[src/core/csp_consts.svh]
/*
  constants of the codec serial port: control register indices, reset values,
  field positions inside registers and serial words, divider decoding.
  assumes inclusion by name from the package and the design modules.
*/
`ifndef CSP_CONSTS_SVH
`define CSP_CONSTS_SVH

// control register count and indices (a to e)
`define CSP_CR_NUM      5
`define CSP_CR_A        3'h0
`define CSP_CR_B        3'h1
`define CSP_CR_C        3'h2
`define CSP_CR_D        3'h3
`define CSP_CR_E        3'h4

// control register reset values
`define CSP_RST_A       8'h00
`define CSP_RST_B       8'h00
`define CSP_RST_C       8'h00
`define CSP_RST_D       8'h00
`define CSP_RST_E       8'h00

// field positions
`define CSP_B_MDIV_LSB  0
`define CSP_B_SDIV_LSB  3
`define CSP_C_HREF_BIT  7
`define CSP_D_GAIN_LSB  0

// serial word layout
`define CSP_WORD_MSB    4'hf
`define CSP_W_CTL_BIT   15
`define CSP_W_RD_BIT    14
`define CSP_W_ADR_LSB   8

// serial clock divider base: half period = mdiv * (base << sdiv code)
`define CSP_SDIV_BASE   9'h004

`endif

[src/core/csp_pkg.sv]
/*
  types of the codec serial port: state enums and the module state records.
  assumes csp_consts.svh is reachable by its bare name.
*/
`include "csp_consts.svh"

package csp_pkg;

  // transmit path, gray along idle -> sync -> shift
  typedef enum logic [1:0] {
    CSP_TX_IDLE  = 2'b00,
    CSP_TX_SYNC  = 2'b01,
    CSP_TX_SHIFT = 2'b11
  } csp_tx_t;

  // receive path
  typedef enum logic {
    CSP_RX_HUNT  = 1'b0,
    CSP_RX_SHIFT = 1'b1
  } csp_rx_t;

  typedef logic [`CSP_CR_NUM-1:0][7:0] csp_regs_t;

  // whole state of the serial engine
  typedef struct packed {
    logic [2:0]  en_s;     // port enable synchroniser
    logic        en;       // filtered port enable
    logic [2:0]  sd_in_s;  // data input synchroniser
    logic        sd_in;    // filtered data input
    logic [2:0]  ifs_s;    // frame input synchroniser
    logic        ifs;      // filtered frame input
    logic        sclk;     // bit clock level
    logic [8:0]  div;      // half period counter
    csp_tx_t     tx;       // transmit state
    logic [3:0]  tx_cnt;   // transmitted bit index
    logic [15:0] tx_sh;    // transmit shifter
    logic        sd_out;   // data output bit
    logic        ofs;      // output frame pulse
    csp_rx_t     rx;       // receive state
    logic [3:0]  rx_cnt;   // received bit index
    logic [15:0] rx_sh;    // receive shifter
    logic        rb_pend;  // register readback waiting
    logic [15:0] rb_word;  // readback word
    logic        adc_pend; // sample waiting
    logic [15:0] adc_word; // sample word
    logic [15:0] dac_data; // last received sample
    logic        dac_valid;// sample strobe
  } csp_state_t;

endpackage

[src/core/csp_cr_if.sv]
/*
  carrier between the serial engine and the control register file.
  assumes one clock domain; the engine writes, the register file holds.
*/
`timescale 1ns/1ps
interface csp_cr_if;
  import csp_pkg::*;
  logic       we;    // write strobe
  logic [2:0] waddr; // register index
  logic [7:0] wdata; // write data
  csp_regs_t  regs;  // all register contents

  modport engine (output we, output waddr, output wdata, input regs);
  modport store  (input we, input waddr, input wdata, output regs);
endinterface

[src/core/csp_ctrl_regs.sv]
/*
  control registers a to e of the codec serial port.
  assumes a synchronous write strobe from the serial engine on the same clock.
*/
`timescale 1ns/1ps
`include "csp_consts.svh"
module csp_ctrl_regs
  import csp_pkg::*;
(
  // clock and reset
  input  wire logic mclk_i,
  input  wire logic rst_n_i,
  // register access
  csp_cr_if.store   cr
);

  // whole state: the register array
  typedef struct packed {
    csp_regs_t regs;
  } csp_rf_t;

  csp_rf_t st;      // current contents
  csp_rf_t next_st; // next contents

  // write decode, unmapped indices are dropped
  always_comb
  begin
    next_st = st;
    if (cr.we && (cr.waddr < 3'(`CSP_CR_NUM)))
    begin
      next_st.regs[cr.waddr] = cr.wdata;
    end
  end

  // registers survive port disable, only reset clears them
  always_ff @(posedge mclk_i or negedge rst_n_i)
  begin
    if (!rst_n_i)
    begin
      st.regs <= {`CSP_RST_E, `CSP_RST_D, `CSP_RST_C, `CSP_RST_B, `CSP_RST_A};
    end
    else
    begin
      st <= next_st;
    end
  end

  assign cr.regs = st.regs;

endmodule

[src/core/csp_serial_port.sv]
/*
  digital side of the codec serial port: bit clock divider, framed 16-bit
  transmit and receive, control word decode into registers a to e.
  assumes the far side is a dsp serial port clocked by the bit clock made here,
  and an mclk of 10 MHz; pins from the dsp are treated as asynchronous.
*/
`timescale 1ns/1ps
`include "csp_consts.svh"
module csp_serial_port
  import csp_pkg::*;
(
  // clock and asynchronous reset
  input  wire logic        mclk_i,
  input  wire logic        arst_n_i,
  // serial pins
  input  wire logic        port_enable_i,
  input  wire logic        serial_data_in_i,
  input  wire logic        in_frame_pulse_i,
  output logic             sclk_o,
  output logic             serial_data_out_o,
  output logic             serial_data_out_oe_o,
  output logic             out_frame_pulse_o,
  output logic             out_frame_pulse_oe_o,
  // converter side
  input  wire logic [15:0] adc_data_i,
  input  wire logic        adc_valid_i,
  output logic             adc_ready_o,
  output logic [15:0]      dac_data_o,
  output logic             dac_valid_o,
  // analog controls
  output logic             high_ref_select_o,
  output logic [2:0]       input_gain_o
);

  logic [1:0]  rst_s;    // reset release chain
  logic        rst_n;    // released reset
  csp_state_t  st;       // current state
  csp_state_t  next_st;  // next state
  logic [8:0]  half;     // bit clock half period in mclk cycles
  logic        rise_ev;  // bit clock rises at this edge
  logic        fall_ev;  // bit clock falls at this edge
  logic [15:0] rx_word;  // completed input word
  csp_cr_if    cr ();    // register carrier

  // register readout, unmapped indices read zero
  function automatic logic [7:0] cr_read(input csp_regs_t regs, input logic [2:0] idx);
    cr_read = (idx < 3'(`CSP_CR_NUM)) ? regs[idx] : 8'h00;
  endfunction

  // reset release through two flops, assertion stays asynchronous
  always_ff @(posedge mclk_i or negedge arst_n_i)
  begin
    if (!arst_n_i)
    begin
      rst_s <= 2'h0;
    end
    else
    begin
      rst_s <= {rst_s[0], 1'b1};
    end
  end
  assign rst_n = rst_s[1];

  csp_ctrl_regs u_regs (
    .mclk_i  (mclk_i),
    .rst_n_i (rst_n),
    .cr      (cr.store)
  );

  // divider product: mdiv in 1..8, sclk ratio 8 << code, so half period >= 4
  always_comb
  begin
    half = 9'({5'h0, 4'({1'b0, cr.regs[`CSP_CR_B][`CSP_B_MDIV_LSB +: 3]}) + 4'h1})
           * (`CSP_SDIV_BASE << cr.regs[`CSP_CR_B][`CSP_B_SDIV_LSB +: 2]);
  end

  assign rise_ev = st.en && !st.sclk && (st.div == half - 9'h001);
  assign fall_ev = st.en && st.sclk && (st.div == half - 9'h001);
  assign rx_word = {st.rx_sh[14:0], st.sd_in};

  // next state
  always_comb
  begin
    next_st = st;
    cr.we = 1'b0;
    cr.waddr = rx_word[`CSP_W_ADR_LSB +: 3];
    cr.wdata = rx_word[7:0];
    next_st.dac_valid = 1'b0;
    // three-stage synchronisers, second and third must agree
    next_st.en_s = {st.en_s[1:0], port_enable_i};
    next_st.sd_in_s = {st.sd_in_s[1:0], serial_data_in_i};
    next_st.ifs_s = {st.ifs_s[1:0], in_frame_pulse_i};
    if (st.en_s[1] == st.en_s[2])
    begin
      next_st.en = st.en_s[2];
    end
    if (st.sd_in_s[1] == st.sd_in_s[2])
    begin
      next_st.sd_in = st.sd_in_s[2];
    end
    if (st.ifs_s[1] == st.ifs_s[2])
    begin
      next_st.ifs = st.ifs_s[2];
    end
    // new sample from the converter, one held at a time
    if (adc_valid_i && !st.adc_pend)
    begin
      next_st.adc_pend = 1'b1;
      next_st.adc_word = adc_data_i;
    end
    if (!st.en)
    begin
      // disabled: clock stopped, counters held at reset values, regs kept
      next_st.sclk = 1'b0;
      next_st.div = 9'h000;
      next_st.tx = CSP_TX_IDLE;
      next_st.tx_cnt = 4'h0;
      next_st.sd_out = 1'b0;
      next_st.ofs = 1'b0;
      next_st.rx = CSP_RX_HUNT;
      next_st.rx_cnt = 4'h0;
      next_st.rb_pend = 1'b0;
      next_st.adc_pend = 1'b0;
    end
    else
    begin
      // bit clock divider
      if (st.div == half - 9'h001)
      begin
        next_st.div = 9'h000;
        next_st.sclk = !st.sclk;
      end
      else
      begin
        next_st.div = st.div + 9'h001;
      end
      // transmit, moves only at the rising edge
      if (rise_ev)
      begin
        next_st.ofs = 1'b0;
        case (st.tx)
          CSP_TX_IDLE:
          begin
            if (st.rb_pend || st.adc_pend)
            begin
              next_st.ofs = 1'b1;
              next_st.tx = CSP_TX_SYNC;
            end
          end
          CSP_TX_SYNC:
          begin
            // msb goes out one period after the frame pulse
            next_st.tx_sh = st.rb_pend ? st.rb_word : st.adc_word;
            next_st.sd_out = st.rb_pend ? st.rb_word[15] : st.adc_word[15];
            next_st.rb_pend = 1'b0;
            next_st.adc_pend = st.rb_pend ? next_st.adc_pend : 1'b0;
            next_st.tx_cnt = 4'h0;
            next_st.tx = CSP_TX_SHIFT;
          end
          CSP_TX_SHIFT:
          begin
            if (st.tx_cnt == `CSP_WORD_MSB)
            begin
              next_st.tx = CSP_TX_IDLE;
            end
            else
            begin
              next_st.sd_out = st.tx_sh[14];
              next_st.tx_sh = {st.tx_sh[14:0], 1'b0};
              next_st.tx_cnt = st.tx_cnt + 4'h1;
            end
          end
          default:
          begin
            next_st.tx = CSP_TX_IDLE;
          end
        endcase
      end
      // receive, samples only at the falling edge
      if (fall_ev)
      begin
        case (st.rx)
          CSP_RX_HUNT:
          begin
            // relies on the dsp pulsing one period ahead of the msb
            if (st.ifs)
            begin
              next_st.rx = CSP_RX_SHIFT;
              next_st.rx_cnt = 4'h0;
            end
          end
          CSP_RX_SHIFT:
          begin
            next_st.rx_sh = rx_word;
            next_st.rx_cnt = st.rx_cnt + 4'h1;
            if (st.rx_cnt == `CSP_WORD_MSB)
            begin
              next_st.rx = CSP_RX_HUNT;
              if (!rx_word[`CSP_W_CTL_BIT])
              begin
                next_st.dac_data = rx_word;
                next_st.dac_valid = 1'b1;
              end
              else if (rx_word[`CSP_W_RD_BIT])
              begin
                // readback echoes the header with the register contents
                next_st.rb_word = {rx_word[15:8], cr_read(cr.regs, cr.waddr)};
                next_st.rb_pend = 1'b1;
              end
              else
              begin
                cr.we = 1'b1;
              end
            end
          end
          default:
          begin
            next_st.rx = CSP_RX_HUNT;
          end
        endcase
      end
    end
  end

  // state register
  always_ff @(posedge mclk_i or negedge rst_n)
  begin
    if (!rst_n)
    begin
      st <= '0;
    end
    else
    begin
      st <= next_st;
    end
  end

  // outputs
  assign sclk_o = st.sclk;
  assign serial_data_out_o = st.sd_out;
  assign serial_data_out_oe_o = st.en && (st.tx == CSP_TX_SHIFT);
  assign out_frame_pulse_o = st.ofs;
  assign out_frame_pulse_oe_o = st.en;
  assign adc_ready_o = !st.adc_pend;
  assign dac_data_o = st.dac_data;
  assign dac_valid_o = st.dac_valid;
  assign high_ref_select_o = cr.regs[`CSP_CR_C][`CSP_C_HREF_BIT];
  assign input_gain_o = cr.regs[`CSP_CR_D][`CSP_D_GAIN_LSB +: 3];
endmodule

[config.mk]
export PLATFORM = sky130hd
export DESIGN_NAME = csp_serial_port
export DESIGN_NICKNAME = d
export VERILOG_FILES = /design/src/core/csp_pkg.sv /design/src/core/csp_cr_if.sv /design/src/core/csp_ctrl_regs.sv /design/src/core/csp_serial_port.sv
export VERILOG_INCLUDE_DIRS = /design/src /design/src/core
export SDC_FILE = /design/constraint.sdc
export NUM_CORES = 1
export LEC_CHECK = 0
export BUFFER_PORTS_ARGS = -buffer_cell sky130_fd_sc_hd__buf_2
export CAP_MARGIN = 20
export CORE_MARGIN = 2
export CORE_UTILIZATION = 55
export CTS_CLUSTER_DIAMETER = 40
export DETAILED_ROUTE_END_ITERATION = 16
export HOLD_SLACK_MARGIN = 0.08
export PLACE_DENSITY_LB_ADDON = 0.3
export SYNTH_ARGS = -nofsm -noshare
export SYNTH_HDL_FRONTEND = slang
export SYNTH_SLANG_ARGS = --single-unit
[constraint.sdc]
create_clock -name mclk_i -period 5.3 [get_ports mclk_i]
set_input_delay 1.06 -clock mclk_i [delete_from_list [all_inputs] [get_ports mclk_i]]
set_output_delay 1.06 -clock mclk_i [all_outputs]
set_load 0.005 [all_outputs]
[Yosys cells after proc, flatten, opt, wreduce, memory -nomap -nowiden]
Cells that the tools add are included.
Storage, ports and cells
  register bits after elaboration: 158
  input bits: 22
  word-level logic and storage cells: 124
  output and inout bits: 27
Cells by class
  equality and inequality tests: 17
  bitwise gates (word level): 2
  multipliers: 1
  shifts and indexed selects: 1
  add/subtract/negate cells: 5
  mux-type cells: 47
  reduce and logical (&&, ||, !) cells: 20
  magnitude comparators: 3
Operators with widths (count)
  two-way mux 17 bit: 4
  one-hot mux 21 bit (2 select lines): 1
  bitwise mux 40 bit: 1
  two-way mux 38 bit: 1
  two-way mux 33 bit: 1
  two-way mux 16 bit: 2
  binary-select mux 8 bit (select 3 bit): 1
  demux 8 bit (select 3 bit): 1
  two-way mux 24 bit: 1
  two-way mux 8 bit: 3
  two-way mux 1 bit: 23
  two-way mux 21 bit: 1
  != test 3 bit, second input constant: 4
  one-hot mux 5 bit (2 select lines): 1
  adder 9 x 1 -> 9 bit, second input constant: 1
  == test 9 bit: 1
  multiplier 4 x 9 -> 9 bit: 1
  two-way mux 9 bit: 1
  AND reduction 3 bit: 3
  left shift 3 x 2 -> 9 bit, first input constant: 1
  subtractor 9 x 1 -> 9 bit, second input constant: 1
  adder 4 x 1 -> 4 bit, second input constant: 2
  == test 4 bit, second input constant: 2
  logical AND 1 bit: 8
  23 further kinds: 30

[Longest topological paths before layout]
  word-level depth: 12
  gate-level depth with buffers: 16
  gate-level depth less buffers: 14

[Hierarchy]
A second synthesis with hierarchy kept.
Unflattened totals
  cell total of the unflattened synthesis: 596
  area, all modules: 7581.0 µm²
By module, submodules not included
  csp_serial_port: area each 6049.6 µm², sequential area each 2902.8 µm², cells an instance 508, instances 1
  csp_ctrl_regs: area each 1531.5 µm², sequential area each 1001.0 µm², cells an instance 88, instances 1

[Least setup slack after synthesis]
No wires, ideal clock.
  kind: register -> register
  from: reg, netlist name u_regs.cr.regs[8]
  to: reg st[83] (netlist bit)
  stages on the path, launching flop included: 17
  arrival time: 4.299 ns
  setup slack: 0.876 ns
  path buffers: 2
  library setup time: 0.125 ns
  period minus slack after synthesis: 4.424 ns
  data required time: 5.175 ns
  path through: dfrtp_1 -> ha_1 -> xor2_1 -> nand2_1 -> ha_1 -> fa_1 -> inv_1 -> fa_1 -> ha_1 -> a21o_1 -> a21oi_1 -> xnor2_1 -> nand3_1 -> buf_4 -> nor3_4 -> buf_4 -> mux2_2
On the way
  word-level cells in the longest chain between the ends: 6
Ends and longest elaborated chain
  adder 3 x 1 -> 4 bit: line csp_serial_port.sv:73  | half = 9'({5'h0, 4'({1'b0, cr.regs[`CSP_CR_B][`CSP_B_MDIV_LSB +: 3]}) + 4'h1})
  multiplier 4 x 9 -> 9 bit: line csp_serial_port.sv:73
  subtractor 9 x 1 -> 9 bit: line csp_serial_port.sv:77  | assign rise_ev = st.en && !st.sclk && (st.div == half - 9'h001);
  == test 9 bit: line csp_serial_port.sv:77
  logical AND 1 bit: line csp_serial_port.sv:77
  AND reduction 4 bit (no source line)
  to (signal assigned): line csp_serial_port.sv:234  | st <= next_st;
  to (decl): line csp_serial_port.sv:37  | csp_state_t st;
Every way passes these cells.
A chain may end at the register's enable or synchronous reset.

[Worst setup path in the final report]
  from: reg, netlist name u_regs.cr.regs[8]
  to: reg st (netlist bit cr.wdata[2])
On the way
  word-level cells in the longest chain between the ends: 6
Ends and longest elaborated chain
  adder 3 x 1 -> 4 bit: line csp_serial_port.sv:73
  multiplier 4 x 9 -> 9 bit: line csp_serial_port.sv:73
  subtractor 9 x 1 -> 9 bit: line csp_serial_port.sv:78  | assign fall_ev = st.en && st.sclk && (st.div == half - 9'h001);
  == test 9 bit: line csp_serial_port.sv:78
  logical AND 1 bit: line csp_serial_port.sv:78
  AND reduction 3 bit (no source line)
Every way passes these cells.

==> results by group <==
Timing
  – Final WS setup: 0.301 ns
  – Max frequency: 200 MHz
  – RSZ-0062 raised after global routing: false
  – Setup TNS: 0 ns
  – Pins Over Slew Limit: 0
  – Tmin final: 5.00 ns
  – Worst-Margin Slew: 1.07 ns
  – Final Skew: 0.00969 ns
  – Rel. slew slack: 28.7%
  – Tcrit/Tclk final: 94.3%
  – Final hold viol count: 0
  – Final setup viols: 0

Worst setup path
  – R2R setup slack: 0.30 ns
  – Worst path slowest cell: fa_1
  – CP peak stage delay: 0.51 ns
  – Crit-path leading delay family: adder cells
  – Critical-path cell list: ha_1 -> xor2_1 -> nand2_1 -> ha_1 -> fa_1 -> inv_1 -> fa_1 -> ha_1 -> a21o_1 -> a21oi_1 -> xnor2_1 -> nand3_1 -> buf_4 -> nor3_4 -> buf_4 -> mux2_2
  – Reg2reg start: u_regs.cr.regs[8]$_DFFE_PN0P_
  – Critical Path RT: 5.60 ns
  – CP Max Fanout: 15
  – Buf/Inv on CP: 3
  – R2r worst-path depth: 16
  – Reg2reg end: cr.wdata[2]$_DFFE_PN0P_
  – CP startpoint kind: flip-flop
  – Arr. time, crit path: 5.30 ns
  – Setup crit end kind: flip-flop
  – CP Class: reg -> reg
  – Crit path top cell by count: ha_1

Finish
  – Final std cells w/o fill: 829
  – Area growth from synthesis to layout: 12.3%
  – Layout cells sized above 1: 35.8%
  – NumNets Final: 684
  – Most frequent cells in the layout: dfrtp_1 (155), mux2_2 (105), buf_2 (47)
  – Most common cell after layout, fill and taps aside: dfrtp_1
  – N_diodes: 0

Global route
  – Vias in the first global route: 4836
  – Total track usage: 21.9%
  – Antenna violations before repair: 0
  – First-pass GRT wire length: 24900 µm
  – Largest net degree at the start of global routing: 81
  – Total gr overflow: 0

Status
  – Outcome: finished, final reports clean

Synthesis
  – Post-synthesis mux area share: 22.0%
  – Combinational family with the most area after synthesis: multiplexers
  – #FFs+latches synth: 156
  – Area share of fa/ha/maj cells after synthesis: 4.51%
  – Synth top area share: 51.4%
  – Synth unique cells: 59
  – Ys async rst share: 100%
  – Ys flop type: dfrtp_1
  – Post-Syn Area: 7600 µm²
  – XOR/XNOR Fraction of Synth Area: 2.75%
  – Simple-Gate Fraction of Synth Area: 9.80%
  – Avg Cell Area, Syn: 12.5 µm²
  – Warnings from Yosys: 0
  – Post-synth EDFFs: 0
  – Register area share after synthesis: 51.4%
  – Syn Nets: 651
  – Area leader, netlist: dfrtp_1
  – Synth Area in Compound Gates: 4.60%
  – Syn Inst Count: 607
  – Synth area leaders: dfrtp_1 (51%), mux2_2 (16%), ha_1 (2.8%), mux2i_1 (2.8%), buf_4 (2.5%)

Placement
  – Hpwl dp: 9950 µm
  – Gpl congestion: 0.853
  – Placed insts: 795
  – IO buf count: 47
  – Setup WS pre-CTS: 0.409 ns

Power
  – Leak: 4.04 nW
  – VDD IR max: 294 µV
  – Pwr per Cell Area: 310 nW/µm²

CTS
  – CTS clk-pin slew, worst paths: 0.06 ns
  – Number of buffers created by CTS: 17
  – Cts repair resizes: 0
  – Max Root-Sink Buffers: 2
  – Post-CTS Repair Setup Buffers: 0
  – CTS tree: done
  – Cts hold-fix bufs: 0
  – Skew-Pair Late Insertion Delay: 0.42 ns
  – Root Buffer: clkbuf_16
  – H-tree depth: 4
  – TritonCTS Sinks: 156

Floorplanning
  – Row cnt: 42
  – Die X: 122 µm
  – Die H: 122 µm
  – Core footprint: 13300 µm²
  – Die area: 14800 µm²
  – IO Pins: 49
  – Initial core utilization: 56.9%

Detailed routing
  – # DRC: 0
  – Drt total wl: 14800 µm
  – DR vias/cell: 5.63
  – 1st-pass router iterations: 4
  – DR iter-0 viols: 408
  – Wire per inst: 17.8 µm
  – Vias: 4671
  – DRT antenna net count: 0

Hold path
  – Hold Crit Class: reg -> async

Flow run
  – Max-Cap Viols: 0
cell type report:
type / instances / area [µm²]
Multi-Input combinational cell: 382 / 3330
Fill cell: 1038 / 4810
Tap cell: 176 / 220
Timing Repair Buffer: 62 / 388
Clock buffer: 19 / 453
Clock inverter: 13 / 151
Inverter: 21 / 78.8
Sequential cell: 156 / 3910
sequential cells by signal (all words and copies together), names as in the netlist:
register / cells
out_frame_pulse_oe_o: 1
next_st: 6
rx_word: 5
sclk_o: 1
dac_valid_o: 1
u_regs.cr.regs: 40
serial_data_out_o: 1
out_frame_pulse_o: 1
dac_data_o: 15
cr.wdata: 8
cr.waddr: 3
st: 72
rst_s: 2
synthesized netlist by cell type, types with 3 or more instances:
cell type	instances
a21oi_1	20
and2_1	5
and3_1	3
buf_2	4
buf_4	25
clkbuf_1	17
dfrtp_1	156
fa_1	5
ha_1	17
inv_1	21
maj3_1	3
mux2_2	105
mux2_4	9
mux2i_1	21
mux4_2	6
nand2_1	32
nand3_1	17
nand4_1	8
nor2_1	33
nor2b_1	8
nor3_2	5
nor3_4	5
nor4_1	5
o21ai_0	13
o22ai_1	3
xnor2_1	14
xor2_1	8
cell families after synthesis:
| group | after synthesis |
|---|---|
| DFF | 156 |
| muxes | 142 |
| and+or+nand+nor | 134 |
| buffers and inverters | 69 |
| AOI/OAI and AO/OA | 56 |
| adders and majority gates | 25 |
| xor gates and xnor gates | 23 |
| other | 2 |
layer usage:
layer | vias up | global-route usage (%) | part of all wire, %
met4 | 0 | 6.54 | 0.81
met3 | 7 | 5.83 | 3.7
met1 | 2382 | 29.8 | 46
met2 | 88 | 34.9 | 50
li1 | 2194 | - | -
met5 | - | 0 | 0
worst max-delay path by stage:
stage                                  start                       to  slack (ns)  depth (start not counted)
2_1_floorplan             rst_s[1]$_DFF_PN0_  cr.waddr[0]$_DFFE_PN0P_        0.63                          0
3_3_place_gp   u_regs.cr.regs[8]$_DFFE_PN0P_       st[78]$_DFFE_PN0P_        0.54                         16
3_5_place_dp   u_regs.cr.regs[8]$_DFFE_PN0P_  cr.wdata[2]$_DFFE_PN0P_        0.41                         16
4_1_cts        u_regs.cr.regs[8]$_DFFE_PN0P_  cr.wdata[2]$_DFFE_PN0P_        0.30                         16
5_1_grt        u_regs.cr.regs[8]$_DFFE_PN0P_  cr.wdata[2]$_DFFE_PN0P_        0.03                         16
6_report       u_regs.cr.regs[8]$_DFFE_PN0P_  cr.wdata[2]$_DFFE_PN0P_        0.30                         16
power by group:
part | leakage [nW] | internal, mW | switching (mW) | total, mW
registers | 2.11 | 1.23 | 0.0395 | 1.27
logic | 1.64 | 0.0637 | 0.0724 | 0.136
clock network | 0.289 | 0.729 | 0.505 | 1.23
total | 4.04 | 2.02 | 0.617 | 2.64
through the flow:
step / hold slack, ns / utilization (%) / instance area [µm²] / power [mW]
2_1_floorplan: 0.331 / - / 7600 / 1.39
3_3_place_gp: 0.333 / 59.0 / 7870 / 1.42
3_5_place_dp: 0.338 / 59.0 / 7870 / 1.43
4_1_cts: 0.353 / 63.5 / 8480 / 2.67
5_1_grt: 0.232 / 63.9 / 8530 / 2.75
6_report: 0.210 / 63.9 / 8530 / 2.64
No activity file was read; power rests on OpenSTA's default activity.
